`src/inc/dcb_defines.svh`:
```
// Constants for the data channel block transfer controller.
`ifndef DCB_DEFINES_SVH
`define DCB_DEFINES_SVH

`define DCB_NCHAN       8
`define DCB_SINGLE_MASK 8'hF0
`define DCB_CLK_NS      5
`define DCB_CYC_NS      1000
`define DCB_CYC_CLKS    ((`DCB_CYC_NS + `DCB_CLK_NS - 1) / `DCB_CLK_NS)
`define DCB_WORD_RST    18'h0_0000

`endif

```
`src/inc/dcb_pkg.sv`:
```
// Types shared by the data channel controller.
package dcb_pkg;

  typedef logic [17:0] dcb_word_t;

  typedef enum logic [2:0] {
    ST_IDLE   = 3'b000,
    ST_WC     = 3'b001,
    ST_CA     = 3'b011,
    ST_SETTLE = 3'b010,
    ST_DATA   = 3'b110
  } dcb_state_e;

  typedef enum logic [1:0] {
    M_IDLE = 2'b00,
    M_REQ  = 2'b01,
    M_WR   = 2'b11,
    M_DONE = 2'b10
  } dcb_mstate_e;

  typedef struct packed {
    logic dir_out;
    logic incmem;
    logic addmem;
  } dcb_mode_s;

  typedef struct packed {
    logic      req;
    logic      wr;
    dcb_word_t addr;
    dcb_word_t wdata;
  } dcb_mem_s;

endpackage

```
`src/rtl/dcb_adder.sv`:
```
// Channel adder with increment input and inhibit.
module dcb_adder #(
  parameter int W = 18
) (
  input  wire logic [W-1:0] a,
  input  wire logic [W-1:0] b,
  input  wire logic         inc,
  input  wire logic         inhibit,
  output logic      [W-1:0] sum,
  output logic              carry
);

  // Inhibit passes the first operand unchanged.
  assign {carry, sum} = inhibit ? {1'b0, a}
                                : ({1'b0, a} + {1'b0, b} + {{W{1'b0}}, inc});

endmodule // dcb_adder

```
`src/rtl/dcb_channel_ctrl.sv`:
```
// Data channel controller: grant, packet cycles, memory access and device bus.
`include "dcb_defines.svh"

module dcb_channel_ctrl #(
  parameter int                 NCHAN       = `DCB_NCHAN,
  parameter logic [NCHAN-1:0]   SINGLE_MASK = `DCB_SINGLE_MASK,
  parameter int                 CYC_CLKS    = `DCB_CYC_CLKS
) (
  input  wire logic                mclk,
  input  wire logic                sys_rst,
  input  wire logic [NCHAN-1:0]    chan_req,
  output logic      [NCHAN-1:0]    chan_grant,
  input  wire dcb_pkg::dcb_mode_s  dev_mode,
  input  wire dcb_pkg::dcb_word_t  bus_addr_in,
  input  wire dcb_pkg::dcb_word_t  bus_data_in,
  output dcb_pkg::dcb_word_t       bus_data_out,
  output logic                     bus_data_oe,
  output logic                     dev_strobe,
  output logic      [NCHAN-1:0]    dev_ovf,
  output dcb_pkg::dcb_mem_s        mem_out,
  input  wire logic                mem_grant,
  input  wire dcb_pkg::dcb_word_t  mem_rdata,
  input  wire logic                cpu_mem_req,
  output logic                     cpu_mem_grant
);
  import dcb_pkg::*;

  localparam int CW = $clog2(CYC_CLKS);
  localparam int IW = $clog2(NCHAN);

  logic [CW-1:0]    div_q;
  logic             tick_q;
  logic [NCHAN-1:0] req_m_q;
  logic [NCHAN-1:0] req_s_q;
  dcb_word_t        addr_m_q;
  dcb_word_t        addr_s_q;
  dcb_word_t        data_m_q;
  dcb_word_t        data_s_q;
  dcb_mode_s        mode_m_q;
  dcb_mode_s        mode_s_q;
  dcb_state_e       state_q;
  dcb_state_e       nxt;
  dcb_mstate_e      mst_q;
  logic [IW-1:0]    ch_q;
  logic [IW-1:0]    pick_idx;
  logic             any_req;
  dcb_mode_s        mode_q;
  dcb_mode_s        m;
  logic             single_q;
  logic             sgl;
  logic             nmem;
  logic             mem_free;
  logic             adv;
  dcb_word_t        dsr_q;
  dcb_word_t        car_q;
  dcb_word_t        rd_q;
  dcb_word_t        launch_addr;
  dcb_word_t        add_a;
  dcb_word_t        add_b;
  logic             add_inc;
  logic             add_inh;
  dcb_word_t        add_sum;
  logic             add_co;

  always_ff @(posedge mclk) begin
    if (sys_rst) begin
      div_q  <= '0;
      tick_q <= 1'b0;
    end else if (div_q == CW'(CYC_CLKS - 1)) begin
      div_q  <= '0;
      tick_q <= 1'b1;
    end else begin
      div_q  <= div_q + 1'b1;
      tick_q <= 1'b0;
    end
  end

  // Request lines from the pins pass two flip-flops.
  always_ff @(posedge mclk) begin
    if (sys_rst) begin
      req_m_q <= '0;
      req_s_q <= '0;
    end else begin
      req_m_q <= chan_req;
      req_s_q <= req_m_q;
    end
  end

  // Bus and mode lines from the pins pass two flip-flops.
  always_ff @(posedge mclk) begin
    if (sys_rst) begin
      addr_m_q <= `DCB_WORD_RST;
      addr_s_q <= `DCB_WORD_RST;
      data_m_q <= `DCB_WORD_RST;
      data_s_q <= `DCB_WORD_RST;
      mode_m_q <= '0;
      mode_s_q <= '0;
    end else begin
      addr_m_q <= bus_addr_in;
      addr_s_q <= addr_m_q;
      data_m_q <= bus_data_in;
      data_s_q <= data_m_q;
      mode_m_q <= dev_mode;
      mode_s_q <= mode_m_q;
    end
  end

  always_comb begin
    pick_idx = '0;
    any_req  = |req_s_q;
    for (int i = NCHAN - 1; i >= 0; i--) begin
      if (req_s_q[i]) begin
        pick_idx = IW'(i);
      end
    end
  end

  assign mem_free = (mst_q == M_IDLE) || (mst_q == M_DONE);
  assign adv      = tick_q && mem_free && ((state_q != ST_IDLE) || (chan_grant != '0));

  // Next cycle of the sequence and whether it needs memory.
  always_comb begin
    m   = (state_q == ST_IDLE) ? mode_s_q : mode_q;
    sgl = (state_q == ST_IDLE) ? SINGLE_MASK[ch_q] : single_q;
    case (state_q)
      // Single-cycle goes straight to the data cycle.
      ST_IDLE:   nxt = sgl ? ST_DATA : ST_WC;
      ST_WC:     nxt = m.incmem ? ST_IDLE : ST_CA;
      ST_CA:     nxt = (m.dir_out || m.addmem) ? ST_SETTLE : ST_DATA;
      ST_SETTLE: nxt = ST_DATA;
      default:   nxt = ST_IDLE;
    endcase
    case (nxt)
      ST_WC:     nmem = 1'b1;
      ST_CA:     nmem = 1'b1;
      ST_SETTLE: nmem = m.dir_out && !m.addmem;
      ST_DATA:   nmem = sgl || !m.dir_out || m.addmem;
      default:   nmem = 1'b0;
    endcase
    if ((nxt == ST_SETTLE) || ((nxt == ST_DATA) && (state_q != ST_IDLE))) begin
      launch_addr = car_q;
    end else begin
      launch_addr = add_sum;
    end
  end

  // Adder operand selection.
  always_comb begin
    add_a   = rd_q;
    add_b   = '0;
    add_inc = 1'b0;
    add_inh = 1'b1;
    if (mst_q == M_WR) begin
      case (state_q)
        ST_WC: begin
          add_inc = 1'b1;
          add_inh = 1'b0;
        end
        ST_CA: begin
          add_inc = 1'b1;
          add_inh = 1'b0;
        end
        ST_DATA: begin
          if (mode_q.addmem && !single_q) begin
            add_b   = data_s_q;
            add_inh = 1'b0;
          end else if (!(single_q && mode_q.dir_out)) begin
            add_a = data_s_q;
          end
        end
        default: begin
          add_a = rd_q;
        end
      endcase
    end else if (state_q == ST_IDLE) begin
      add_a = addr_s_q;
    end else begin
      add_a   = dsr_q;
      add_inc = 1'b1;
      add_inh = 1'b0;
    end
  end

  dcb_adder #(
    .W       (18)
  ) u_adder (
    .a       (add_a),
    .b       (add_b),
    .inc     (add_inc),
    .inhibit (add_inh),
    .sum     (add_sum),
    .carry   (add_co)
  );

  // Grant register.
  always_ff @(posedge mclk) begin
    if (sys_rst) begin
      chan_grant <= '0;
      ch_q       <= '0;
    end else if ((state_q == ST_IDLE) && (chan_grant == '0) && any_req && tick_q) begin
      chan_grant <= NCHAN'(1) << pick_idx;
      ch_q       <= pick_idx;
    end else if (adv && (state_q == ST_IDLE)) begin
      chan_grant <= '0;
    end
  end

  // Sequence state and latched channel kind.
  always_ff @(posedge mclk) begin
    if (sys_rst) begin
      state_q  <= ST_IDLE;
      mode_q   <= '0;
      single_q <= 1'b0;
    end else if (adv) begin
      state_q <= nxt;
      if (state_q == ST_IDLE) begin
        mode_q   <= mode_s_q;
        single_q <= SINGLE_MASK[ch_q];
      end
    end
  end

  // Data storage register.
  always_ff @(posedge mclk) begin
    if (sys_rst) begin
      dsr_q <= `DCB_WORD_RST;
    end else if (adv && (state_q == ST_IDLE)) begin
      dsr_q <= add_sum;
    end
  end

  // Current address register.
  always_ff @(posedge mclk) begin
    if (sys_rst) begin
      car_q <= `DCB_WORD_RST;
    end else if (adv && (state_q == ST_IDLE)) begin
      car_q <= add_sum;
    end else if ((mst_q == M_WR) && (state_q == ST_CA)) begin
      car_q <= add_sum;
    end
  end

  // Memory read-pause-write sequencer.
  always_ff @(posedge mclk) begin
    if (sys_rst) begin
      mst_q   <= M_IDLE;
      mem_out <= '0;
      rd_q    <= `DCB_WORD_RST;
    end else begin
      mem_out.wr <= 1'b0;
      case (mst_q)
        M_REQ: begin
          if (mem_grant) begin
            rd_q        <= mem_rdata;
            mem_out.req <= 1'b0;
            mst_q       <= M_WR;
          end
        end
        M_WR: begin
          mem_out.wr    <= 1'b1;
          mem_out.wdata <= add_sum;
          mst_q         <= M_DONE;
        end
        default: begin
          if (adv && nmem) begin
            mem_out.req  <= 1'b1;
            mem_out.addr <= launch_addr;
            mst_q        <= M_REQ;
          end
        end
      endcase
    end
  end

  // Processor waits while the controller wants memory.
  always_ff @(posedge mclk) begin
    if (sys_rst) begin
      cpu_mem_grant <= 1'b0;
    end else begin
      cpu_mem_grant <= cpu_mem_req && (mst_q != M_REQ) && !(adv && nmem);
    end
  end

  // Device strobe at the end of the data cycle.
  always_ff @(posedge mclk) begin
    if (sys_rst) begin
      dev_strobe <= 1'b0;
    end else begin
      dev_strobe <= adv && (state_q == ST_DATA);
    end
  end

  // Overflow pulse on the channel being served.
  always_ff @(posedge mclk) begin
    if (sys_rst) begin
      dev_ovf <= '0;
    end else if ((mst_q == M_WR) && (state_q == ST_WC) && add_co) begin
      dev_ovf <= NCHAN'(1) << ch_q;
    end else begin
      dev_ovf <= '0;
    end
  end

  // Data drive toward the device.
  always_ff @(posedge mclk) begin
    if (sys_rst) begin
      bus_data_out <= `DCB_WORD_RST;
      bus_data_oe  <= 1'b0;
    end else if ((mst_q == M_WR) && (state_q == ST_SETTLE)) begin
      bus_data_out <= rd_q;
      bus_data_oe  <= 1'b1;
    end else if ((mst_q == M_WR) && (state_q == ST_DATA)
                 && (mode_q.dir_out || mode_q.addmem)) begin
      bus_data_out <= add_sum;
      bus_data_oe  <= 1'b1;
    end else if ((state_q == ST_IDLE) && !dev_strobe) begin
      bus_data_oe <= 1'b0;
    end
  end

endmodule // dcb_channel_ctrl

```
`config.mk`:
```
export PLATFORM = sky130hd
export DESIGN_NAME = dcb_channel_ctrl
export DESIGN_NICKNAME = d
export VERILOG_FILES = /design/src/inc/dcb_pkg.sv /design/src/rtl/dcb_adder.sv /design/src/rtl/dcb_channel_ctrl.sv
export VERILOG_INCLUDE_DIRS = /design/src /design/src/inc
export SDC_FILE = /design/constraint.sdc
export NUM_CORES = 1
export LEC_CHECK = 0
export BUFFER_PORTS_ARGS = -buffer_cell sky130_fd_sc_hd__clkbuf_2
export CORE_AREA = 8 8 198 200
export CTS_BUF_LIST = sky130_fd_sc_hd__clkbuf_2 sky130_fd_sc_hd__clkbuf_4 sky130_fd_sc_hd__clkbuf_8
export DETAILED_ROUTE_END_ITERATION = 8
export DIE_AREA = 0 0 206 208
export SLEW_MARGIN = 20
export SYNTH_ARGS = -nofsm -noshare
export SYNTH_HDL_FRONTEND = slang
export SYNTH_SLANG_ARGS = --single-unit
```
`constraint.sdc`:
```
create_clock -name mclk -period 9.5 [get_ports mclk]
set_input_delay 0.95 -clock mclk [delete_from_list [all_inputs] [get_ports mclk]]
set_output_delay 0.95 -clock mclk [all_outputs]
set_load 0.05 [all_outputs]
```
# --- After elaboration in Yosys (flattened, before gate mapping) ---
# Memories as Yosys holds them, arrays and structs flattened. A register that Yosys moved wholly into a read port is not among the register bits.
# Cells that the tools add are included.
word_totals:
  regBits: 244
  rom_bits: 8
  input_bits: 69
  word_cells: 164
  mem_count: 1
memory_table:
  columns: ["name", "depth", "width", "rd", "rd_clocked_by_memory_dff", "wr", "line_no", "source"]
  rows:
  - ["(no name shown)", 8, 1, 1, 1, 0, "dcb_channel_ctrl.sv:218", "single_q <= SINGLE_MASK[ch_q];"]
op_classes:
  addsub: 3
  order_cmp: 1
  eq_ne: 14
  shifts: 2
  n_mux: 52
  bitwise: 3
  n_reduce_logical: 54
ops:
  columns: ["operator", "count"]
  rows:
  - ["18-bit two-way mux", 13]
  - ["3-bit two-way mux", 13]
  - ["1-bit logical AND", 21]
  - ["18-bit by 18-bit adder with 19-bit output", 1]
  - ["19-bit by 1-bit adder with 19-bit output", 1]
  - ["19-bit two-way mux", 1]
  - ["8-bit two-way mux", 2]
  - ["1-bit by 3-bit << shifter with 8-bit output, first input constant", 2]
  - ["1-bit two-way mux", 15]
  - ["3-bit by 2-bit equality test with 1-bit output, second input constant", 4]
  - ["3-bit one-hot mux with 4 select lines", 1]
  - ["2-bit OR reduction", 5]
  - ["3-bit nonzero test", 3]
  - ["8-bit by 1-bit adder with 8-bit output, second input constant", 1]
  - ["8-bit equality test, second input constant", 1]
  - ["8-bit logical NOT", 1]
  - ["2-bit nonzero test", 4]
  - ["8-bit nonzero test", 1]
  - ["8-bit OR reduction", 1]
  - ["1-bit logical OR", 7]
  - ["3-bit by 1-bit equality test with 1-bit output, second input constant", 2]
  - ["3-bit equality test, second input constant", 2]
  - ["2-bit two-way mux", 3]
  - ["2-bit AND reduction", 3]
  - ["other kinds (13)", 21]

# --- Logic depth before layout (Yosys ltp) ---
logic_depth:
  word_depth: 11
  depth_mapped: 15
  depth_no_buf: 11

# --- Cells and area by module ---
# A second synthesis with hierarchy kept.
hier_totals:
  hier_cells: 1153
  area_unflattened_um2: 10162.2
modules_own_cells:
  columns: ["mod", "n_inst", "cells_each", "area_each_um2", "seq_area_each_um2"]
  rows:
  - ["dcb_channel_ctrl", 1, 986, 9075.0, 4904.7]
  - ["dcb_adder", 1, 167, 1087.3, 0.0]

# --- Worst setup path before layout ---
# Ideal clock, no wire load.
synth_timing:
  kind: "register to register"
  startpoint: "register state_q[2]"
  endpoint: "register mem_out[28] (netlist bit)"
  t_arrival_ns: 3.481
  path_slack_ns: 5.923
  path_stages_with_launch: 15
  path_buffers: 3
  period_less_slack_ns: 3.577
  cell_sequence: "dfxtp_1 buf_4 nand3b_1 buf_2 nor3_2 clkbuf_1 nand2_1 fa_1 fa_1 nor2b_1 o31a_1 o211ai_1 a211oi_1 nor4_1 o41ai_2"
synth_via:
  elab_chain_cells: 10
synth_rtl:
  columns: ["item", "line_no", "source"]
  rows:
  - ["from (decl)", "dcb_channel_ctrl.sv:41", "dcb_state_e state_q;"]
  - ["from (signal assigned)", "dcb_channel_ctrl.sv:215", "state_q <= nxt;"]
  - ["parallel branches: the longest is 10 deep, another holds 18-bit by 18-bit adder with 19-bit output", null, null]
  - ["to (decl)", "dcb_channel_ctrl.sv:20", "output dcb_pkg::dcb_mem_s mem_out,"]
# Several ways; the timed one is not identified.
# A chain may end at the register's enable or synchronous reset.

# --- Final worst setup path ---
layout_timing:
  startpoint: "register state_q[2]"
  endpoint: "register dev_ovf[4]"
layout_via:
  elab_chain_cells: 9
layout_rtl:
  columns: ["item", "line_no", "source"]
  rows:
  - ["3-bit equality test, or another cell as far along", "dcb_channel_ctrl.sv:154", "case (state_q)"]
  - ["18-bit two-way mux, or another cell as far along", "dcb_channel_ctrl.sv:154", null]
  - ["18-bit two-way mux / 1-bit two-way mux (equally long branches)", "dcb_channel_ctrl.sv:153, dcb_channel_ctrl.sv:154", null]
  - ["18-bit by 18-bit adder with 19-bit output / 1-bit two-way mux (equally long branches)", "dcb_adder.sv:15, dcb_channel_ctrl.sv:153", null]
  - ["19-bit by 1-bit adder with 19-bit output", "dcb_adder.sv:15", ": ({1'b0, a} + {1'b0, b} + {{W{1'b0}}, inc});"]
  - ["19-bit two-way mux", "dcb_adder.sv:14", "assign {carry, sum} = inhibit ? {1'b0, a}"]
  - ["1-bit logical AND *", "dcb_channel_ctrl.sv:297", "end else if ((mst_q == M_WR) && (state_q == ST_WC) && add_co) begin"]
  - ["1-bit inverter (no source line) *", null, null]
  - ["2-bit OR reduction (no source line) *", null, null]
  - ["to (signal assigned)", "dcb_channel_ctrl.sv:298", "dev_ovf <= NCHAN'(1) << ch_q;"]
  - ["to (decl)", "dcb_channel_ctrl.sv:19", "output logic [NCHAN-1:0] dev_ovf,"]
# Every way passes the cells marked *; elsewhere a longest branch is shown, timed or not.

==> flow_summary.toml <==
[status]
status = "finished, final reports clean"

[floorplan]
start_util_pct = 29.4
core_area_sq_mm = 0.0361
die_h_um = 208
rows = 70
dieWidth_um = 206
die-area_sq_mm = 0.0428
io_pins = 144

[worst_setup_path]
reg2reg_from = "state_q[2]"
crit_fanout = 25
worstRegToRegCells = 11
r2r_slack_ps = 4420
start_kind = "flip-flop"
end_kind = "flip-flop"
rr_endpoint = "dev_ovf[4]"
critPathArrivalTime_ps = 5470
cp_data_required_time_ps = 9890
worstSetupPathType = "flip-flop to flip-flop"

[clock_network]
post_cts_buffers = 0
clock-sinks = 245
clock_path_buffers = 3
insertion_delay_ps = 560
h-tree-depth = 2
cts_resized = 0
cts_root_buf = "clkbuf_8"
numCtsBuffers = 44
cts_tree = "built"
ctsHoldBuffers = 0
clk_transition_reported_paths_ps = 60

[min_path]
hold_end = "data_s_q[17]"
worstHoldStart = "data_m_q[17]"
hp-class = "flip-flop to flip-flop"
min_delay_path_depth = 1

[placed_design]
dp.cells = 1726
routabilityCongestion = 0.911
portBuffers = 143
hpwl_um = 26600

[timing]
final-max-slew-violation-count = 0
skew_ps = 31.8
finalSetupTns_ps = 0
fin_crit_sh_pct = 53.5
finalHoldViolCount = 0
tightest_slew_ps = 1090
slew_headroom_pct = 27.6
setup_viol = 0
final.min_clock_period_ps = 5080
max_freq_mhz = 197
rsz0062_at_grt = "false"

[synth]
synth.distinct_cells = 82
synth_cells = 1181
synth-async-reset-ratio_pct = 0
ys.warnings.count = 0
synth_edf_count = 0
synth_seq_cells = 245
syn_area_per_cell_sq_um = 8.99
syn_area_sq_mm = 0.0106
synth.area.top_cells = "dfxtp_1 (46%), nor2b_1 (6.0%), a211oi_1 (4.6%)"
synth.top_cell.area_share_pct = 46.2
synth_flop_cell = "dfxtp_1"
synthesis.nets = 1270
yosysSeqAreaShare_pct = 46.2
synth_top_area_cell = "dfxtp_1"

[global_route]
grt_pass1_vias = 8853
grt_start_max_net_pins = 110
gr-usage-all-layers_pct = 16.3
grt_remaining_overflow = 0
grt_antenna_before_repair = 0
grt_first_pass_wirelength_um = 54600

[detailed_routing]
drt-initial-drc-count = 528
finalWirelength_um = 36200
dr.pass1.iters = 7
ant_nets = 0
wire_per_inst_um = 20.0
drc = 0
num_vias = 9242
vias_per_cell = 5.12

[layout]
drive_gt1_share_pct = 20.4
layout_commonest_cell = "dfxtp_1"
layout_common_cells = "dfxtp_1 (245), clkbuf_2 (142), nor2_1 (104), nor2b_1 (101), nand2_1 (96)"
syn_to_final_growth_pct = 18.7
fillers = 3794
diodes = 0
final_cells = 1804
final_util_pct = 34.9
nets = 1393

[power]
leakage_uw = 0.00485
worst_ir_drop_vdd_v = 0.0000793
p_per_area_mw_per_mm2 = 175

[run]
cap_violations = 0
==> registers in the layout (all words and copies together), names as in the netlist, 8 cells and up, named ones only <==
| signal | count |
|---|---|
| chan_grant | 8 |
| div_q | 8 |
| dev_ovf | 8 |
| bus_data_out | 18 |
| req_m_q | 8 |
| addr_s_q | 18 |
| data_s_q | 18 |
| req_s_q | 8 |
| car_q | 18 |
| data_m_q | 18 |
| addr_m_q | 18 |
| dsr_q | 18 |
| rd_q | 18 |
| mem_out | 38 |
==> cells by family (layout without fill, tap and decap cells) <==
kind of cell,Yosys count,after routing,share of synthesized area (%)
compound gates,335,335,22.7
xor+xnor,7,7,0.578
fa+ha+maj,20,20,2.50
buf+inv,104,259,4.46
flops,245,245,46.2
mux,21,21,2.09
simple gates,449,449,21.5
==> worst max-delay path by stage <==
stage | from | slack, ps | cells after the start | end
after floorplan | state_q[2] | 5920 | 14 | mem_out[28]
after global placement | state_q[2] | 4830 | 11 | dev_ovf[4]
after detailed placement | state_q[2] | 4550 | 11 | dev_ovf[5]
after CTS | state_q[2] | 4510 | 11 | dev_ovf[5]
after global routing | state_q[2] | 4000 | 11 | dev_ovf[5]
final | state_q[2] | 4420 | 11 | dev_ovf[4]
==> metal layers <==
metal	share of wire (%)	up-vias	GRT usage [%]
li1	-	4508	-
met1	48	4351	23.1
met2	41	330	23.1
met3	8.2	53	4.75
met4	2.6	0	5.70
met5	0	-	0
==> metrics by stage <==
stage | hold slack (ps) | power, uW | instance area, sq um | setup WS, ps
finish | 435 | 2210 | 12600 | 4420
global route | 444 | 2300 | 12600 | 4000
CTS | 435 | 2240 | 12600 | 4510
detailed placement | 420 | 1160 | 11600 | 4550
global placement | 418 | 1160 | 11600 | 4830
floorplan | 413 | 1130 | 10600 | 5920
==> cell usage after synthesis, types with 9 or more instances <==
cell       count
o22ai_1       11
o31a_1        11
inv_1         26
a2111oi_0     10
a22oi_1       24
a211oi_1      65
o21a_1         9
dfxtp_1      245
nor2_1       104
buf_2         22
nor2b_1      101
and2_1        29
mux2i_1       14
ha_1          18
nand2_1       96
o21ai_0       36
nand2b_1       9
nor3_1        21
a21oi_1       68
and3_1        10
a31oi_1       17
nor4_1         9
clkbuf_1      36
nand3_1       35
==> critical path: stages (launching register included) <==
cell and delay, ps:
dfxtp_1 830, nand3b_1 640, nor3_2 830, nand2_1 170
fa_1 470, fa_1 430, nor2b_1 230, o31a_1 250
o211a_1 250, o21a_1 120, o21ai_1 170, a2111oi_0 520
==> power by group <==
part / switching [uW] / internal [uW] / total (uW)
registers: 8.82 / 1050 / 1060
logic: 50.0 / 32.9 / 82.9
clock network: 444 / 628 / 1070
total: 503 / 1710 / 2210
==> layout make-up <==
type | instances | area (sq um) | area share (%)
Timing Repair Buffer | 155 | 816 | 6.47
Tap cell | 468 | 586 | 4.65
Sequential cell | 245 | 4900 | 38.9
Multi-Input combinational cell | 832 | 5240 | 41.6
Clock inverter | 14 | 153 | 1.21
Clock buffer | 64 | 806 | 6.39
Inverter | 26 | 97.6 | 0.774
No activity file was read; power rests on OpenSTA's default activity.
